File: src/include/fndc_pkg.sv
// fndc_pkg: constants shared by the fractional-N divider control block.
// assumes a 32-bit classic wishbone slave with byte addresses.
package fndc_pkg;

	// --------------------------------------------------------------
	// register offsets (byte addresses)
	// --------------------------------------------------------------
	localparam logic [7:0] ADR_WORD0  = 8'h00;
	localparam logic [7:0] ADR_WORD1  = 8'h04;
	localparam logic [7:0] ADR_WORD2  = 8'h08;
	localparam logic [7:0] ADR_WORD3  = 8'h0C;
	localparam logic [7:0] ADR_STATUS = 8'h10;
	localparam logic [7:0] ADR_CLEAR  = 8'h14;
	localparam logic [7:0] ADR_ENABLE = 8'h18;
	localparam logic [7:0] ADR_STATE  = 8'h1C;

	// --------------------------------------------------------------
	// reset values (word 2 keeps its always-set reserved bit)
	// --------------------------------------------------------------
	localparam logic [25:0] WORD0_RST = 26'h0000000;
	localparam logic [25:0] WORD1_RST = 26'h0000000;
	localparam logic [25:0] WORD2_RST = 26'h0080000;
	localparam logic [25:0] WORD3_RST = 26'h0000000;

	// --------------------------------------------------------------
	// field positions inside the control words
	// --------------------------------------------------------------
	localparam int LSEL_LSB = 15; // word 0, 3 bits
	localparam int RDIV_LSB = 2;  // word 2, 2 bits
	localparam int NCNT_LSB = 4;  // word 2, 10 bits
	localparam int P16_BIT  = 14; // word 2, 1 = 16/17 prescaler
	localparam int MELO_LSB = 20; // word 2, extension bits 3..0
	localparam int MEHI_LSB = 2;  // word 3, extension bits 14..4
	localparam int FN_LSB   = 13; // word 3, 8 bits

	// --------------------------------------------------------------
	// lock pin selections, status bits, counts
	// --------------------------------------------------------------
	localparam logic [2:0] SEL_LOCK = 3'h0;
	localparam logic [2:0] SEL_REF  = 3'h1;
	localparam logic [2:0] SEL_FB   = 3'h2;
	localparam logic [2:0] SEL_TEST = 3'h3;
	localparam int ST_GAIN = 0;
	localparam int ST_LOSS = 1;
	localparam logic [10:0] INT_OFFSET = 11'h003;
	localparam logic [22:0] HALF_FRAC  = 23'h400000;
	localparam logic [4:0]  LOCK_CNT   = 5'h10;

	// byte-lane merge of a wishbone write
	function automatic logic [31:0] fndc_bytewr(input logic [31:0] old_v,
		input logic [31:0] new_v, input logic [3:0] sel);
		logic [31:0] r;
		r = old_v;
		for (int i = 0; i < 4; i++) begin
			if (sel[i]) begin
				r[i*8 +: 8] = new_v[i*8 +: 8];
			end
		end
		return r;
	endfunction

endpackage

File: src/rtl/fndc_sync.sv
// fndc_sync: two-flop synchroniser for asynchronous pin levels.
// assumes inputs are slow levels relative to sys_clk.
`timescale 1ns/10ps
module fndc_sync #(
	parameter int W = 1
) (
	// clock and reset
	input  wire logic         sys_clk,
	input  wire logic         sys_rst,
	// pins and synchronised copy
	input  wire logic [W-1:0] async_i,
	output logic      [W-1:0] sync_o
);

	logic [W-1:0] meta_q;

	// first stage feeds only the second stage
	always_ff @(posedge sys_clk) begin
		if (sys_rst) begin
			meta_q <= '0;
			sync_o <= '0;
		end else begin
			meta_q <= async_i;
			sync_o <= meta_q;
		end
	end

endmodule

File: src/rtl/fndc_refdiv.sv
// fndc_refdiv: reference divider, three cascaded halving stages.
// assumes ref_edge is a one-cycle pulse per reference rising edge.
`timescale 1ns/10ps
module fndc_refdiv (
	// clock and reset
	input  wire logic       sys_clk,
	input  wire logic       sys_rst,
	// reference in
	input  wire logic       ref_edge,
	input  wire logic       ref_level,
	input  wire logic [1:0] rdiv,
	// divided reference out
	output logic            ref_tick,
	output logic            div_level
);

	logic [2:0] stage_q;
	logic [2:0] mask_w;

	// each bit toggles when all lower stages are high: a ripple of /2
	always_ff @(posedge sys_clk) begin
		if (sys_rst) begin
			stage_q <= 3'h0;
		end else if (ref_edge) begin
			stage_q <= stage_q + 3'h1;
		end
	end

	// selector: pick /1, /2, /4 or /8
	assign mask_w    = (rdiv == 2'h0) ? 3'h0 : (rdiv == 2'h1) ? 3'h1 :
	                   (rdiv == 2'h2) ? 3'h3 : 3'h7;
	assign ref_tick  = ref_edge & ((stage_q & mask_w) == mask_w);
	assign div_level = (rdiv == 2'h0) ? ref_level : stage_q[rdiv - 2'h1];

endmodule

File: src/rtl/fndc_top.sv
// fndc_top: divider and selection logic of a fractional-N synthesizer.
// assumes a classic wishbone master, prescaler output and reference
// as asynchronous pins, all sampled on sys_clk (40 MHz).
`timescale 1ns/10ps
module fndc_top (
	// clock and reset
	input  wire logic        sys_clk,
	input  wire logic        sys_rst,
	// wishbone slave
	input  wire logic        wb_cyc_i,
	input  wire logic        wb_stb_i,
	input  wire logic        wb_we_i,
	input  wire logic [7:0]  wb_adr_i,
	input  wire logic [3:0]  wb_sel_i,
	input  wire logic [31:0] wb_dat_i,
	output logic      [31:0] wb_dat_o,
	output logic             wb_ack_o,
	// device pins
	input  wire logic        ref_in,
	input  wire logic        presc_in,
	input  wire logic        output_switch_enable,
	output logic             lock_indicator_pin,
	output logic             synth_output_en,
	// prescaler control
	output logic             presc_modulus,
	output logic             presc_div16,
	// interrupt
	output logic             irq
);

	// ------------------------------------------------------------
	// pin sampling
	// ------------------------------------------------------------
	logic [2:0]  pin_s;
	logic [1:0]  prev_q;
	logic        ref_edge;
	logic        presc_edge;
	logic        ref_tick;
	logic        ref_level;

	fndc_sync #(.W(3)) u_sync (
		.sys_clk (sys_clk),
		.sys_rst (sys_rst),
		.async_i ({output_switch_enable, presc_in, ref_in}),
		.sync_o  (pin_s)
	);

	// delayed copy for edge detection, taken after the synchroniser
	always_ff @(posedge sys_clk) begin
		if (sys_rst) begin
			prev_q <= 2'h0;
		end else begin
			prev_q <= pin_s[1:0];
		end
	end

	assign ref_edge   = pin_s[0] & ~prev_q[0];
	assign presc_edge = pin_s[1] & ~prev_q[1];

	// ------------------------------------------------------------
	// control words and interrupt registers
	// ------------------------------------------------------------
	logic [25:0] word0_q;
	logic [25:0] word1_q;
	logic [25:0] word2_q;
	logic [25:0] word3_q;
	logic [1:0]  status_q;
	logic [1:0]  enable_q;
	logic        ack_q;
	logic [31:0] rdat_q;

	// field extraction
	logic [2:0]  lsel_w;
	logic [1:0]  rdiv_w;
	logic [9:0]  nprog_w;
	logic        p16_w;
	logic [7:0]  fn_w;
	logic [14:0] me_w;
	logic [22:0] frac_w;

	assign lsel_w  = word0_q[fndc_pkg::LSEL_LSB +: 3];
	assign rdiv_w  = word2_q[fndc_pkg::RDIV_LSB +: 2];
	assign nprog_w = word2_q[fndc_pkg::NCNT_LSB +: 10];
	assign p16_w   = word2_q[fndc_pkg::P16_BIT];
	assign fn_w    = word3_q[fndc_pkg::FN_LSB +: 8];
	assign me_w    = {word3_q[fndc_pkg::MEHI_LSB +: 11],
	                  word2_q[fndc_pkg::MELO_LSB +: 4]};
	// code bits weigh 2^-1..2^-8, extension 2^-9..2^-23
	assign frac_w  = {fn_w, me_w};

	// ------------------------------------------------------------
	// reference divider
	// ------------------------------------------------------------
	fndc_refdiv u_refdiv (
		.sys_clk   (sys_clk),
		.sys_rst   (sys_rst),
		.ref_edge  (ref_edge),
		.ref_level (pin_s[0]),
		.rdiv      (rdiv_w),
		.ref_tick  (ref_tick),
		.div_level (ref_level)
	);

	// ------------------------------------------------------------
	// modulated divider
	// ------------------------------------------------------------
	logic [7:0]  main_cnt_q;
	logic [3:0]  swallow_cnt_q;
	logic [22:0] acc_q;
	logic        carry_q;
	logic        fb_level_q;
	logic        p16_run_q;
	logic [9:0]  n_int_w;
	logic [24:0] acc_sum_w;
	logic [10:0] total_w;
	logic [7:0]  load_main_w;
	logic [3:0]  load_swal_w;
	logic        fb_tick;

	// integer count; 8/9 mode drops the top swallow bit
	assign n_int_w = p16_w ? nprog_w :
	                 {1'b0, nprog_w[9:4], nprog_w[2:0]};
	// accumulator with a constant half: gives the extra 0.5 of the offset
	assign acc_sum_w = {2'h0, acc_q} + {2'h0, frac_w} +
	                   {2'h0, fndc_pkg::HALF_FRAC};
	assign total_w = {1'b0, n_int_w} + fndc_pkg::INT_OFFSET +
	                 {9'h000, acc_sum_w[24:23]};
	assign load_main_w = p16_w ? {1'b0, total_w[10:4]} : total_w[10:3];
	assign load_swal_w = p16_w ? total_w[3:0] : {1'b0, total_w[2:0]};
	assign fb_tick = presc_edge & (main_cnt_q == 8'h01);

	// counters load only at the end of a period, so a bus write never
	// splits a period between old and new settings
	always_ff @(posedge sys_clk) begin
		if (sys_rst) begin
			main_cnt_q    <= 8'h01;
			swallow_cnt_q <= 4'h0;
			presc_modulus <= 1'b0;
			acc_q         <= 23'h000000;
			carry_q       <= 1'b0;
			fb_level_q    <= 1'b0;
			p16_run_q     <= 1'b0;
		end else if (fb_tick) begin
			main_cnt_q    <= load_main_w;
			swallow_cnt_q <= load_swal_w;
			presc_modulus <= (load_swal_w != 4'h0);
			acc_q         <= acc_sum_w[22:0];
			carry_q       <= |acc_sum_w[24:23];
			fb_level_q    <= ~fb_level_q;
			p16_run_q     <= p16_w;
		end else if (presc_edge) begin
			// swallow edges run at the upper ratio, the rest at the lower
			main_cnt_q <= main_cnt_q - 8'h01;
			if (swallow_cnt_q != 4'h0) begin
				swallow_cnt_q <= swallow_cnt_q - 4'h1;
			end
			presc_modulus <= (swallow_cnt_q > 4'h1);
		end
	end

	assign presc_div16 = p16_run_q;

	// ------------------------------------------------------------
	// lock detection: one feedback period per comparison period
	// ------------------------------------------------------------
	logic [1:0]  fb_seen_q;
	logic [4:0]  lock_cnt_q;
	logic        lock_prev_q;
	logic [1:0]  seen_now_w;
	logic        lock_w;

	assign seen_now_w = fb_seen_q + {1'b0, fb_tick};
	assign lock_w     = (lock_cnt_q == fndc_pkg::LOCK_CNT);

	// a run of matched periods declares lock; one miss drops it
	always_ff @(posedge sys_clk) begin
		if (sys_rst) begin
			fb_seen_q   <= 2'h0;
			lock_cnt_q  <= 5'h00;
			lock_prev_q <= 1'b0;
		end else begin
			lock_prev_q <= lock_w;
			if (ref_tick) begin
				fb_seen_q <= 2'h0;
				if (seen_now_w != 2'h1) begin
					lock_cnt_q <= 5'h00;
				end else if (!lock_w) begin
					lock_cnt_q <= lock_cnt_q + 5'h01;
				end
			end else if (fb_seen_q != 2'h2) begin
				fb_seen_q <= seen_now_w;
			end
		end
	end

	// ------------------------------------------------------------
	// pin outputs
	// ------------------------------------------------------------
	logic        pin_mux_w;

	assign pin_mux_w = (lsel_w == fndc_pkg::SEL_LOCK) ? lock_w :
	                   (lsel_w == fndc_pkg::SEL_REF)  ? ref_level :
	                   (lsel_w == fndc_pkg::SEL_FB)   ? fb_level_q :
	                   (lsel_w == fndc_pkg::SEL_TEST) ? carry_q : 1'b0;

	always_ff @(posedge sys_clk) begin
		if (sys_rst) begin
			lock_indicator_pin <= 1'b0;
			synth_output_en    <= 1'b0;
		end else begin
			lock_indicator_pin <= pin_mux_w;
			synth_output_en    <= pin_s[2];
		end
	end

	// ------------------------------------------------------------
	// wishbone slave
	// ------------------------------------------------------------
	logic        req_w;
	logic        wr_w;
	logic [1:0]  evt_w;
	logic [1:0]  clr_w;
	logic [31:0] rd_w;

	assign req_w = wb_cyc_i & wb_stb_i;
	assign wr_w  = req_w & wb_we_i & ack_q; // commit on the acked edge
	assign evt_w = {~lock_w & lock_prev_q, lock_w & ~lock_prev_q};
	assign clr_w = (wr_w && wb_adr_i == fndc_pkg::ADR_CLEAR && wb_sel_i[0])
	               ? wb_dat_i[1:0] : 2'h0;

	// read mux; unmapped reads return zero
	always_comb begin
		rd_w = 32'h00000000;
		if (wb_adr_i == fndc_pkg::ADR_WORD0) begin
			rd_w = {6'h00, word0_q};
		end else if (wb_adr_i == fndc_pkg::ADR_WORD1) begin
			rd_w = {6'h00, word1_q};
		end else if (wb_adr_i == fndc_pkg::ADR_WORD2) begin
			rd_w = {6'h00, word2_q};
		end else if (wb_adr_i == fndc_pkg::ADR_WORD3) begin
			rd_w = {6'h00, word3_q};
		end else if (wb_adr_i == fndc_pkg::ADR_STATUS) begin
			rd_w = {30'h00000000, status_q};
		end else if (wb_adr_i == fndc_pkg::ADR_ENABLE) begin
			rd_w = {30'h00000000, enable_q};
		end else if (wb_adr_i == fndc_pkg::ADR_STATE) begin
			rd_w = {14'h0000, synth_output_en, presc_modulus,
			        swallow_cnt_q, main_cnt_q, 3'h0, lock_w};
		end
	end

	// handshake: ack one cycle after the request, dropped the next
	always_ff @(posedge sys_clk) begin
		if (sys_rst) begin
			ack_q  <= 1'b0;
			rdat_q <= 32'h00000000;
		end else begin
			ack_q <= req_w & ~ack_q;
			if (req_w && !ack_q) begin
				rdat_q <= rd_w;
			end
		end
	end

	// register writes, byte lanes honoured
	always_ff @(posedge sys_clk) begin
		if (sys_rst) begin
			word0_q  <= fndc_pkg::WORD0_RST;
			word1_q  <= fndc_pkg::WORD1_RST;
			word2_q  <= fndc_pkg::WORD2_RST;
			word3_q  <= fndc_pkg::WORD3_RST;
			enable_q <= 2'h0;
		end else if (wr_w) begin
			if (wb_adr_i == fndc_pkg::ADR_WORD0) begin
				word0_q <= 26'(fndc_pkg::fndc_bytewr({6'h00, word0_q},
					wb_dat_i, wb_sel_i));
			end else if (wb_adr_i == fndc_pkg::ADR_WORD1) begin
				word1_q <= 26'(fndc_pkg::fndc_bytewr({6'h00, word1_q},
					wb_dat_i, wb_sel_i));
			end else if (wb_adr_i == fndc_pkg::ADR_WORD2) begin
				word2_q <= 26'(fndc_pkg::fndc_bytewr({6'h00, word2_q},
					wb_dat_i, wb_sel_i));
			end else if (wb_adr_i == fndc_pkg::ADR_WORD3) begin
				word3_q <= 26'(fndc_pkg::fndc_bytewr({6'h00, word3_q},
					wb_dat_i, wb_sel_i));
			end else if (wb_adr_i == fndc_pkg::ADR_ENABLE && wb_sel_i[0]) begin
				enable_q <= wb_dat_i[1:0];
			end
		end
	end

	// sticky status: a new event beats a clear in the same cycle
	always_ff @(posedge sys_clk) begin
		if (sys_rst) begin
			status_q <= 2'h0;
			irq      <= 1'b0;
		end else begin
			status_q <= (status_q & ~clr_w) | evt_w;
			irq      <= |(status_q & enable_q);
		end
	end

	assign wb_dat_o = rdat_q;
	assign wb_ack_o = ack_q;

	// ------------------------------------------------------------
	// checks
	// ------------------------------------------------------------
	logic [11:0] vco_acc_q;
	logic [11:0] period_q;
	logic        primed_q;
	logic [11:0] ratio_w;

	assign ratio_w = p16_run_q ? (presc_modulus ? 12'h011 : 12'h010) :
	                 (presc_modulus ? 12'h009 : 12'h008);

	// oscillator cycles per feedback period, for the period check
	always_ff @(posedge sys_clk) begin
		if (sys_rst) begin
			vco_acc_q <= 12'h000;
			period_q  <= 12'h000;
			primed_q  <= 1'b0;
		end else if (fb_tick) begin
			vco_acc_q <= 12'h000;
			period_q  <= {1'b0, total_w};
			primed_q  <= (load_main_w != 8'h00); // zero main is illegal
		end else if (presc_edge) begin
			vco_acc_q <= vco_acc_q + ratio_w;
		end
	end
endmodule

File: config.mk
export PLATFORM = sky130hd
export DESIGN_NAME = fndc_top
export DESIGN_NICKNAME = d
export VERILOG_FILES = /design/src/include/fndc_pkg.sv /design/src/rtl/fndc_sync.sv /design/src/rtl/fndc_refdiv.sv /design/src/rtl/fndc_top.sv
export SDC_FILE = /design/constraint.sdc
export NUM_CORES = 1
export LEC_CHECK = 0
export BUFFER_PORTS_ARGS = -buffer_cell sky130_fd_sc_hd__buf_2
export CAP_MARGIN = 20
export CORE_MARGIN = 2
export CORE_UTILIZATION = 30
export DETAILED_ROUTE_END_ITERATION = 12
export GPL_ROUTABILITY_DRIVEN = 1
export SETUP_SLACK_MARGIN = 0.02
export SLEW_MARGIN = 5
export SYNTH_ARGS = -nofsm -noshare
export SYNTH_HDL_FRONTEND = slang
export SYNTH_SLANG_ARGS = --single-unit
export TNS_END_PERCENT = 50
File: constraint.sdc
create_clock -name sys_clk -period 7.5 [get_ports sys_clk]
set_clock_uncertainty 0.15 [all_clocks]
set_input_delay 1.5 -clock sys_clk [delete_from_list [all_inputs] [get_ports sys_clk]]
set_output_delay 1.5 -clock sys_clk [all_outputs]
set_load 0.005 [all_outputs]
### Word level (Yosys, flattened, before mapping)

Index checks and enable logic that the tools add are counted.

| operators by class | value |
|---|---|
| equal/unequal tests | 18 |
| reduce and logical (&&, ||, !) cells | 34 |
| $lt $le $gt $ge | 2 |
| add/sub/neg operators | 10 |
| mux-type cells | 30 |
| bitwise gates (word level) | 25 |

Operators with widths:

| kind | number |
|---|---|
| 2-to-1 mux 26 bit | 4 |
| 2-to-1 mux 18 bit | 3 |
| == test 8 x 5 -> 1 bit, second input constant | 4 |
| AND reduction 6 bit | 5 |
| adder 24 x 23 -> 25 bit, second input constant | 1 |
| adder 23 x 23 -> 24 bit | 1 |
| 2-to-1 mux 8 bit | 3 |
| AND reduction 5 bit | 4 |
| == test 8 x 4 -> 1 bit, second input constant | 2 |
| 2-to-1 mux 4 bit | 4 |
| AND reduction 4 bit | 4 |
| AND reduction 3 bit | 4 |
| adder 10 x 2 -> 11 bit, second input constant | 1 |
| adder 11 x 2 -> 11 bit | 1 |
| AND 1 bit | 10 |
| 2-to-1 mux 10 bit | 1 |
| 2-to-1 mux 5 bit | 2 |
| NOT 1 bit | 10 |
| 2-to-1 mux 3 bit | 3 |
| == test 8 x 1 -> 1 bit, second input constant | 1 |
| == test 8 x 3 -> 1 bit, second input constant | 1 |
| zero test 8 bit | 1 |
| 2-to-1 mux 1 bit | 8 |
| nonzero test 4 bit | 2 |
| 29 further kinds | 39 |

| storage, ports and cells | value |
|---|---|
| output and inout port bits | 38 |
| logic and storage cells | 156 |
| register bits | 202 |

### Logic depth before layout (Yosys ltp)

Gate-level depths: netlist of run 1.

| logic depth | value |
|---|---|
| depth after elaboration | 9 |
| depth in mapped cells | 23 |
| depth with buffers taken out | 23 |

### Modules after synthesis

Synthesis of run 1 repeated with hierarchy kept, for this count alone.

| second synthesis, totals | value |
|---|---|
| cells, all modules | 1172 |
| area, all modules | 9965.8 µm² |

Modules (own cells, without submodules):

| module | cells each | area each (µm²) | instances |
|---|---|---|---|
| fndc_top | 1134 | 9585.4 | 1 |
| fndc_refdiv | 26 | 222.7 | 1 |
| fndc_sync | 12 | 157.7 | 1 |

### Worst setup path after synthesis of run 1

Ideal clock, no wire load.

| timing path | value |
|---|---|
| path type | flip-flop to flip-flop |
| start | reg word3_q[6] |
| end | reg main_cnt_q[4] |
| stages on the path, launching flop included | 21 |
| data required time | 7.234 ns |
| library setup time | 0.116 ns |
| buffers on the path | 0 |
| path slack | 2.993 ns |
| clock period less this slack | 4.507 ns |
| data arrival time | 4.241 ns |
| cell sequence | dfxtp_1 -> ha_1 -> ha_1 -> nand2_1 -> o21ai_0 -> nand3_1 -> a41oi_1 -> a211oi_1 -> o311ai_0 -> a21oi_1 -> or2_2 -> ha_1 -> inv_1 -> ha_1 -> fa_1 -> inv_1 -> o22ai_1 -> and2_1 -> and4_1 -> xor2_1 -> o211a_1 |

| on the way | value |
|---|---|
| word-level cells in the longest chain between the ends | 5 |

Ends and longest elaborated chain:

| element | RTL line | text |
|---|---|---|
| start: declaration | fndc_top.sv:66 | `logic [25:0] word3_q;` |
| start signal: assignment | fndc_top.sv:271 | `word3_q <= fndc_pkg::WORD3_RST;` |
| start signal: assignment | fndc_top.sv:284 | `word3_q <= 26'(fndc_pkg::fndc_bytewr({6'h00, word3_q},` |
| adder 23 x 23 -> 24 bit | fndc_top.sv:124 | `assign acc_sum_w = {2'h0, acc_q} + {2'h0, frac_w} +` |
| adder 24 x 23 -> 25 bit | fndc_top.sv:124 |  |
| adder 11 x 2 -> 11 bit | fndc_top.sv:126 | `assign total_w = {1'b0, n_int_w} + fndc_pkg::INT_OFFSET +` |
| 2-to-1 mux 8 bit | fndc_top.sv:128 | `assign load_main_w = p16_w ? {1'b0, total_w[10:4]} : total_w[10:3];` |
| 2-to-1 mux 8 bit | fndc_top.sv:143 | `end else if (fb_tick) begin` |
| end signal: assignment | fndc_top.sv:144 | `main_cnt_q <= load_main_w;` |
| end signal: assignment | fndc_top.sv:153 | `main_cnt_q <= main_cnt_q - 8'h01;` |
| end: declaration | fndc_top.sv:107 | `logic [7:0] main_cnt_q;` |

No other way between the ends.
A chain may end at the register's enable or synchronous reset.

### Worst setup path after layout of run 1

| timing path | value |
|---|---|
| start | reg word3_q[3] |
| end | reg main_cnt_q[2] |

The elaborated chain is that of the path after synthesis.

==> flow_summary.toml, run 1 <==
[status]
status = "finished, final reports clean"

[timing]
slew_headroom_pct = 24.4
clock.fmax_mhz = 191
tns_ns = 0
finalHoldViolations = 0
fin_crit_sh_pct = 69.8
worst_pin_slew_ns = 1.13
setup_violations = 0
slew_viol_final = 0
grt_setup_unrepaired = "no"
min_period_ns = 5.23
hold-worst-slack_ns = 0.292

[layout]
antenna_cells = 0
final_nets = 1356
drive_above_1_share_pct = 10.8
synthToLayoutAreaGrowth_pct = 13.5

[route]
routed_wl_um = 26400
drt_iter0_markers = 567
drt-vias-per-instance = 5.05
highest_layer = "met4"
wl_met3_um = 1250
drc = 0
firstDrtPassIters = 6
route.met2.wl_um = 12100
antenna_left = 0
wire_per_inst_um = 15.6
wl_met1_um = 12200
vias = 8565

[worst_setup_path]
crit_end = "main_cnt_q[2]$_SDFFE_PP0P_"
cp_num_cells = 22
cp_common_cell = "ha_1"
worst-path-max-fanout = 6
cpLargestDelayFamily = "compound AO/OA/AOI/OAI gates"
crit_chain = "ha_1 -> ha_1 -> a21o_1 -> a31o_2 -> o21ai_0 -> a41oi_1 -> a211oi_1 -> o311ai_0 -> a21oi_1 -> or2_2 -> ha_1 -> inv_1 -> ha_1 -> fa_1 -> inv_1 -> o22ai_1 -> and2_1 -> nand2_1 -> xor2_1 -> o21ai_0 -> a22oi_1 -> nor2_1"
r2r_slack_ns = 2.27
worst-path-buf-inv = 2
slowest_delay_ns = 0.78
cp.required_ns = 7.66
crit_slowest_cell = "a211oi_1"
timing.rr.start = "word3_q[3]$_SDFFE_PP0P_"
worstReg2RegEnd = "main_cnt_q[2]$_SDFFE_PP0P_"
crit_arrival_ns = 5.39
crit_type = "flip-flop to flip-flop"
crit_path_start = "word3_q[3]$_SDFFE_PP0P_"
critPathCaptureType = "flip-flop"
startpoint_type = "flip-flop"
rr_worst_depth = 22

[global_routing]
grt_use_total_pct = 15.9
grt_max_degree = 127
grt_overflow_total = 0
grt_pass1_wl_um = 42400
grt_pass1_vias = 7973
antenna_found_initial = 0

[logic_synthesis]
netlist_area_um2 = 9750
ys_ff_latch = 196
synth-edff-count = 0
netlist_top_cells_area = "dfxtp_1 (40%), nand2_1 (8.5%), ha_1 (7.8%), a21oi_1 (7.4%), nor2_1 (4.9%)"
ys.flop_type = "dfxtp_1"
synth_common_cells = "nand2_1 (221), dfxtp_1 (196), a21oi_1 (144)"
yosysWarningCount = 0
synth.top_cell.area_share_pct = 40.2
synth_top_area_cell = "dfxtp_1"
ys_seq_area_share_pct = 40.2
avgSynthCellArea_um2 = 8.10
syn_inst = 1204
synth_cell_types = 67
async_flop_share_pct = 0
synth.most_common_cell = "nand2_1"

[clock_tree]
cts_hold_buf = 0
htree_num_levels = 4
clock-root-buffer = "clkbuf_16"
cts.sinks = 196
clk_pin_slew_worst_paths_ns = 0.07
clock_latency_ns = 0.45
numCtsBuffers = 17
cts_tree = "yes"
clk_path_buf_depth = 2
post_cts_buffers = 0
cts_resized = 0

[die]
fp.dieW_um = 184
start_util_pct = 30.2
die_height_um = 184
io_pins = 90
rows = 66
die_area_um2 = 34000
core-area_um2 = 32300

[power]
power_density_nw_per_um2 = 193
leakagePower_nw = 4.18
ir_drop_mv = 0.177

[place]
dpl.hpwl_um = 18700
portBuffers = 77
place.gp.congestion = 0.809

[worst_hold_path]
hp-class = "flip-flop to flip-flop"
hold_start = "u_sync.meta_q[0]$_SDFF_PP0_"

[run]
cap_violations = 0
## power by group
part / leakage (nW) / internal, W / switching [W]
clock network: 0.290 / 0.000502 / 0.000437
registers: 1.58 / 0.00105 / 0.0000105
logic: 2.31 / 0.0000418 / 0.0000849
## per-stage QoR
step                      worst slack (ns)  utilization [%]  cell area [um2]  power [W]  cells
after floorplan                       2.99                -             9770    0.00116   1209
after global placement                2.29             32.4            10500    0.00122   1664
after detailed placement              2.32             32.4            10500    0.00122   1664
after CTS                             2.28             34.3            11100    0.00215   1696
after global routing                  1.83             34.3            11100    0.00221   1696
final                                 2.27             34.3            11100    0.00213   1696
## area by class of cell
class                           count  area (um2)
Clock buffer                       18         429
Clock inverter                     14         165
Fill cell                        3406       21200
Inverter                           32         120
Multi-Input combinational cell    907        5410
Sequential cell                   196        3920
Tap cell                          442         553
Timing Repair Buffer               87         467
## state kept, by name, summed over array words and instances (netlist names), 3 cells and up
signal            cells
word2_q              26
main_cnt_q            8
acc_q                23
lock_cnt_q            5
word1_q              26
swallow_cnt_q         4
word3_q              26
word0_q              26
u_sync.sync_o         3
u_refdiv.stage_q      3
wb_dat_o             26
u_sync.meta_q         3
## worst min path at each step
stage | end | slack, ns | cells after the start
2_1_floorplan | synth_output_en$_SDFF_PP0_ | 0.26 | 1
4_1_cts | u_sync.sync_o[0]$_SDFF_PP0_ | 0.30 | 1
3_3_place_gp | u_sync.sync_o[0]$_SDFF_PP0_ | 0.28 | 1
3_5_place_dp | u_sync.sync_o[0]$_SDFF_PP0_ | 0.28 | 1
5_1_grt | u_sync.sync_o[0]$_SDFF_PP0_ | 0.32 | 1
6_report | u_sync.sync_o[0]$_SDFF_PP0_ | 0.29 | 1
## cell families (layout without fill, tap and decap cells)
logic type                 Yosys count  count (layout)  share of synthesized area (%)
adders and majority gates           63              63                           8.24
buffers and inverters              106             151                           4.66
and+or+nand+nor                    481             481                           21.7
AOI/OAI and AO/OA                  288             288                           18.4
xor gates and xnor gates            27              27                           2.43
other                                1               6                         0.0385
DFF                                196             196                           40.2
muxes                               42              42                           4.32
## layout by cell type (no fill, tap or decap), types with 6 or more instances in the layout
cell type	n
conb_1	6
nor2_1	127
and3_1	8
ha_1	61
a211oi_1	18
nand2_1	221
inv_1	31
nor3_1	10
dfxtp_1	196
buf_2	76
nand2b_1	8
mux2i_1	41
buf_4	10
and2_1	6
a31oi_1	7
xor2_1	8
a21oi_1	144
nand3_1	46
a21o_1	6
nor2b_1	14
a311oi_1	10
a221oi_1	15
a22oi_1	8
xnor2_1	19
a222oi_1	10
clkbuf_16	17
o21ai_0	35
## metal layers
layer  global-route usage [%]  up-vias
li1                         -     4291
met1                     20.2     4000
met2                     25.6      222
met3                     3.34       52
met4                     7.42        0
met5                        0        -
Note: power is estimated with default switching activity, not from simulation.
==> run 2: changes to the inputs <==
clock period = 5.14 ns   (was 7.5 ns; I/O delays follow)
==> run 2 against run 1 <==
Net effect: sequential share of layout area decreased by 0.052 points; via count decreased by 0.85%; flip-flop and latch count unchanged; final area up 0.15%; critical endpoint is now main_cnt_q[4]$_SDFFE_PP0P_; die area unchanged; combinational power grew 47%; wire length is 0.17% higher; worst setup slack worse by 1.9 ns; highest routed layer unchanged; fmax is 8.5% higher; non-clock buffer count grew 4.
==> flow_summary.toml, run 2 (synthesis results as in run 1) <==
[die]
die_height_um = 184
io_pins = 90
die_area_um2 = 34000
fp.dieW_um = 184
start_util_pct = 30.2
rows = 66
core-area_um2 = 32300

[layout]
synthToLayoutAreaGrowth_pct = 13.7
antenna_cells = 0
finish.utilization_pct = 34.3
drive_above_1_share_pct = 11.2
final_nets = 1360
final_cell_mix = "nand2_1 (221), dfxtp_1 (196), a21oi_1 (144)"
seqCellArea_um2 = 3920
final_common_cell = "nand2_1"
multi_input_area_um2 = 5410
fillers = 3386

[route]
routed_wl_um = 26400
wire_per_inst_um = 15.6
firstDrtPassIters = 5
vias = 8492
antenna_left = 0
drt_iter0_markers = 590
drc = 0
drt-vias-per-instance = 5.00

[timing]
slew_headroom_pct = 31.1
fin_ws_ns = 0.316
slew_viol_final = 0
grt_setup_unrepaired = "no"
clock.fmax_mhz = 207
hold-worst-slack_ns = 0.294
setup_violations = 0
tns_ns = 0
fin_crit_sh_pct = 93.8
worst_pin_slew_ns = 1.03
min_period_ns = 4.82
finalHoldViolations = 0

[worst_hold_path]
min_path_cells = 1
hold_start = "u_sync.meta_q[0]$_SDFF_PP0_"
hp-class = "flip-flop to flip-flop"
hold_path_end = "u_sync.sync_o[0]$_SDFF_PP0_"

[clock_tree]
clock-root-buffer = "clkbuf_16"
clk_pin_slew_worst_paths_ns = 0.08
clock_latency_ns = 0.44
numCtsBuffers = 17
cts_tree = "yes"
post_cts_buffers = 0
htree_num_levels = 4
cts.sinks = 196
cts_hold_buf = 0
clk_path_buf_depth = 2

[worst_setup_path]
rr_worst_depth = 19
r2r_slack_ns = 0.32
startpoint_type = "flip-flop"
critPathCaptureType = "flip-flop"
crit_chain = "ha_1 -> ha_1 -> a21oi_1 -> or3b_2 -> a31o_2 -> a21o_1 -> o21a_1 -> o22ai_1 -> xnor2_1 -> ha_1 -> inv_1 -> ha_1 -> fa_1 -> inv_1 -> o22ai_1 -> and2_1 -> and4_1 -> xor2_1 -> o211a_1"
crit_arrival_ns = 5.02
worstReg2RegEnd = "main_cnt_q[4]$_SDFFE_PP0P_"
timing.rr.start = "word3_q[10]$_SDFFE_PP0P_"
cp.required_ns = 5.33
crit_type = "flip-flop to flip-flop"
slowest_delay_ns = 0.45
worst-path-max-fanout = 7
cp_common_cell = "ha_1"
crit_slowest_cell = "or3b_2"

[global_routing]
antenna_found_initial = 0
grt_max_degree = 83
grt_overflow_total = 0
grt_pass1_wl_um = 42200
grt_pass1_vias = 7903
grt_use_total_pct = 15.8

[power]
p_total_w = 0.00305
internal-power_w = 0.00225
switching_power_w = 0.000797
power_density_nw_per_um2 = 275
p_sw_share_pct = 26.1
p_clk_share_pct = 42.9
ir_drop_mv = 0.224
leakagePower_nw = 4.19
seqPwrFrac_pct = 51.0
combPwrFrac_pct = 6.1

[place]
portBuffers = 77
dpl.hpwl_um = 19000
post-place-ws_ns = 0.256
place.gp.congestion = 0.851

[status]
status = "finished, final reports clean"

[run]
cap_violations = 0
## run 2: timing repair
action / 4_1_cts / 5_1_grt
gates resized for setup: 0 / 2
setup endpoints to repair: 0 / 5
hold endpoints to repair: 0 / 0
## run 2: layout make-up
class                           instances  area share (%)
Timing Repair Buffer                   91            4.48
Clock buffer                           17            3.84
Tap cell                              442            4.99
Multi-Input combinational cell        907            48.8
Sequential cell                       196            35.4
Inverter                               32            1.08
Clock inverter                         15            1.40
## run 2: power by group through the flow
stage,Combinational (W),Clock [W],Sequential (W)
6_report,0.000187,0.00131,0.00155
5_1_grt,0.000209,0.00141,0.00156
4_1_cts,0.000188,0.00135,0.00155
3_5_place_dp,0.000187,0,0.00159
3_3_place_gp,0.000186,0,0.00159
2_1_floorplan,0.000113,0,0.00159
## run 2: per-stage QoR
| step | std cells | cell area (um2) |
|---|---|---|
| floorplan | 1209 | 9770 |
| global placement | 1668 | 10500 |
| detailed placement | 1668 | 10500 |
| CTS | 1700 | 11100 |
| global route | 1700 | 11100 |
| finish | 1700 | 11100 |
## run 2: worst max-delay path: cells and delay by family, from the launching register on
kind	cells	cell delay [ns]
AOI/OAI and AO/OA	7	1.41
xor gates and xnor gates	2	0.33
adders and majority gates	5	1.47
buffers and inverters	2	0.13
DFF	1	0.35
and+or+nand+nor	3	0.88
## run 2: worst max path at each step
stage	start	endpoint	depth (start not counted)
detailed placement	word3_q[7]$_SDFFE_PP0P_	main_cnt_q[4]$_SDFFE_PP0P_	20
global route	word3_q[7]$_SDFFE_PP0P_	main_cnt_q[2]$_SDFFE_PP0P_	22
finish	word3_q[10]$_SDFFE_PP0P_	main_cnt_q[4]$_SDFFE_PP0P_	19
CTS	word3_q[7]$_SDFFE_PP0P_	main_cnt_q[4]$_SDFFE_PP0P_	20
global placement	word3_q[6]$_SDFFE_PP0P_	main_cnt_q[2]$_SDFFE_PP0P_	22
floorplan	word3_q[6]$_SDFFE_PP0P_	main_cnt_q[4]$_SDFFE_PP0P_	20
## run 2: metal layers
layer	global-route usage, %	part of all wire [%]	up-vias
li1	-	-	4297
met1	19.9	46	3963
met2	26.5	47	198
met3	3.10	4.6	34
met4	6.11	2.5	0
met5	0	0	-
==> run 3: changes to the inputs <==
CELL_PAD_IN_SITES_DETAIL_PLACEMENT = 1   (was default)
CELL_PAD_IN_SITES_GLOBAL_PLACEMENT = 2   (was default)
PLACE_DENSITY_LB_ADDON = 0.1   (was default)
==> run 3 against run 2 <==
Net effect: core utilization is 0.32 points higher; final area is 0.94% higher; final cell count is 0.35% higher; largest power group unchanged; first-iteration DRC count is 25% lower; worst setup slack better by 0.054 ns; register-to-register slack better by 0.05 ns; count of clock-buffer cells in the layout is 1 higher; global-route usage is 3.8 points higher.
==> flow_summary.toml, run 3 (synthesis results as in run 1) <==
[timing]
slew_viol_final = 0
min_period_ns = 4.77
grt_setup_unrepaired = "no"
fin_crit_sh_pct = 92.8
tns_ns = 0
finalHoldViolations = 0
fin_ws_ns = 0.371
worst_pin_slew_ns = 0.924
slew_headroom_pct = 38.4
clock.fmax_mhz = 210
setup_violations = 0

[die]
die_area_um2 = 34000
die_height_um = 184
start_util_pct = 30.2
core-area_um2 = 32300
rows = 66
fp.dieW_um = 184
io_pins = 90

[place]
dpl.hpwl_um = 23200
post-place-ws_ns = 0.127
place.gp.congestion = 0.753
dp_cells = 1675
portBuffers = 77

[worst_setup_path]
startpoint_type = "flip-flop"
worstReg2RegEnd = "main_cnt_q[2]$_SDFFE_PP0P_"
cp_common_cell = "ha_1"
worst-path-max-fanout = 3
cpLargestDelayFamily = "compound AO/OA/AOI/OAI gates"
crit_type = "flip-flop to flip-flop"
crit_slowest_cell = "or3b_2"
r2r_slack_ns = 0.37
crit_arrival_ns = 4.93
worst-path-buf-inv = 2
critPathCaptureType = "flip-flop"
crit_chain = "ha_1 -> ha_1 -> a21oi_2 -> or3b_2 -> a31o_2 -> a21o_1 -> o21a_1 -> o22ai_2 -> xnor2_1 -> ha_1 -> inv_1 -> ha_1 -> fa_1 -> inv_1 -> o22ai_1 -> and2_1 -> nand2_1 -> xor2_1 -> o21ai_0 -> a22oi_1 -> nor2_1"
rr_worst_depth = 21
cp.required_ns = 5.30
timing.rr.start = "word3_q[10]$_SDFFE_PP0P_"
slowest_delay_ns = 0.45

[route]
wire_per_inst_um = 18.7
wl_met3_um = 830
routed_wl_um = 31900
drt_iter0_markers = 443
vias = 8677
drc = 0
highest_layer = "met4"
wl_met1_um = 16100
antenna_left = 0
route.met2.wl_um = 14600
firstDrtPassIters = 8
drt-vias-per-instance = 5.09

[layout]
final_cells = 1706
drive_above_1_share_pct = 11.9
synthToLayoutAreaGrowth_pct = 14.8
final_cell_mix = "nand2_1 (221), dfxtp_1 (196), a21oi_1 (143)"
final_common_cell = "nand2_1"
final_nets = 1367
antenna_cells = 0

[clock_tree]
clk_pin_slew_worst_paths_ns = 0.08
cts_tree = "yes"
htree_num_levels = 4
cts.sinks = 196
post_cts_buffers = 0
numCtsBuffers = 17
clock_latency_ns = 0.46
clock-root-buffer = "clkbuf_16"
clk_path_buf_depth = 2

[global_routing]
grt_overflow_total = 0
grt_pass1_wl_um = 50600
grt_max_degree = 91
grt_pass1_vias = 8704
grt_use_total_pct = 19.5
antenna_found_initial = 0

[worst_hold_path]
min_path_cells = 1
hp-class = "flip-flop to flip-flop"
hold_start = "u_sync.sync_o[2]$_SDFF_PP0_"
hold_path_end = "synth_output_en$_SDFF_PP0_"

[status]
status = "finished, final reports clean"

[power]
ir_drop_mv = 0.239
power_density_nw_per_um2 = 285
leakagePower_nw = 4.26

[run]
cap_violations = 0
==> run 3: cell count changes in the layout (fill, tap and decap cells not counted), moves of 2 or more <==
cell and delta:
clkinv_2 +2, bufinv_16 +3, inv_8 -4, clkinv_8 -2
buf_4 +7
==> run 3: how the worst max path moves through the flow <==
stage	from	cells after the start	slack (ns)	end
CTS	word3_q[5]$_SDFFE_PP0P_	22	0.11	main_cnt_q[2]$_SDFFE_PP0P_
global placement	word3_q[6]$_SDFFE_PP0P_	22	0.21	main_cnt_q[2]$_SDFFE_PP0P_
global route	word2_q[21]$_SDFFE_PP0P_	23	0.03	main_cnt_q[2]$_SDFFE_PP0P_
floorplan	word3_q[6]$_SDFFE_PP0P_	20	0.63	main_cnt_q[4]$_SDFFE_PP0P_
detailed placement	word3_q[5]$_SDFFE_PP0P_	22	0.13	main_cnt_q[2]$_SDFFE_PP0P_
finish	word3_q[10]$_SDFFE_PP0P_	21	0.37	main_cnt_q[2]$_SDFFE_PP0P_
==> run 3: through the flow <==
stage / total power, W / hold slack, ns / utilization, % / instance area, um2
6_report: 0.00319 / 0.289 / 34.7 / 11200
5_1_grt: 0.00333 / 0.308 / 34.7 / 11200
4_1_cts: 0.00325 / 0.294 / 34.6 / 11200
3_3_place_gp: 0.00179 / 0.266 / 32.7 / 10600
2_1_floorplan: 0.00170 / 0.264 / - / 9770
3_5_place_dp: 0.00179 / 0.276 / 32.7 / 10600
==> run 3: cell type report <==
class                           count  area [um2]
Fill cell                        3843       21100
Clock buffer                       18         439
Sequential cell                   196        3920
Clock inverter                     13         170
Tap cell                          442         553
Inverter                           32         120
Timing Repair Buffer               98         549
Multi-Input combinational cell    907        5430
==> run 3: power by group <==
group / internal, W / leakage, nW / total, W / switching (W)
clock: 0.000785 / 0.295 / 0.00144 / 0.000658
sequential: 0.00154 / 1.58 / 0.00156 / 0.0000169
combinational: 0.0000633 / 2.38 / 0.000195 / 0.000132
total: 0.00239 / 4.26 / 0.00319 / 0.000807
==> run 3: layer usage <==
layer | up-vias | track usage [%]
met5 | - | 0
met3 | 19 | 3.24
met2 | 103 | 31.4
met4 | 0 | 4.80
met1 | 4251 | 27.2
li1 | 4304 | -
==> run 3: what timing repair did <==
action | in CTS | in global routing
gates resized for setup | 0 | 5
hold buffers | 0 | 0
endpoints found under the setup margin | 0 | 5
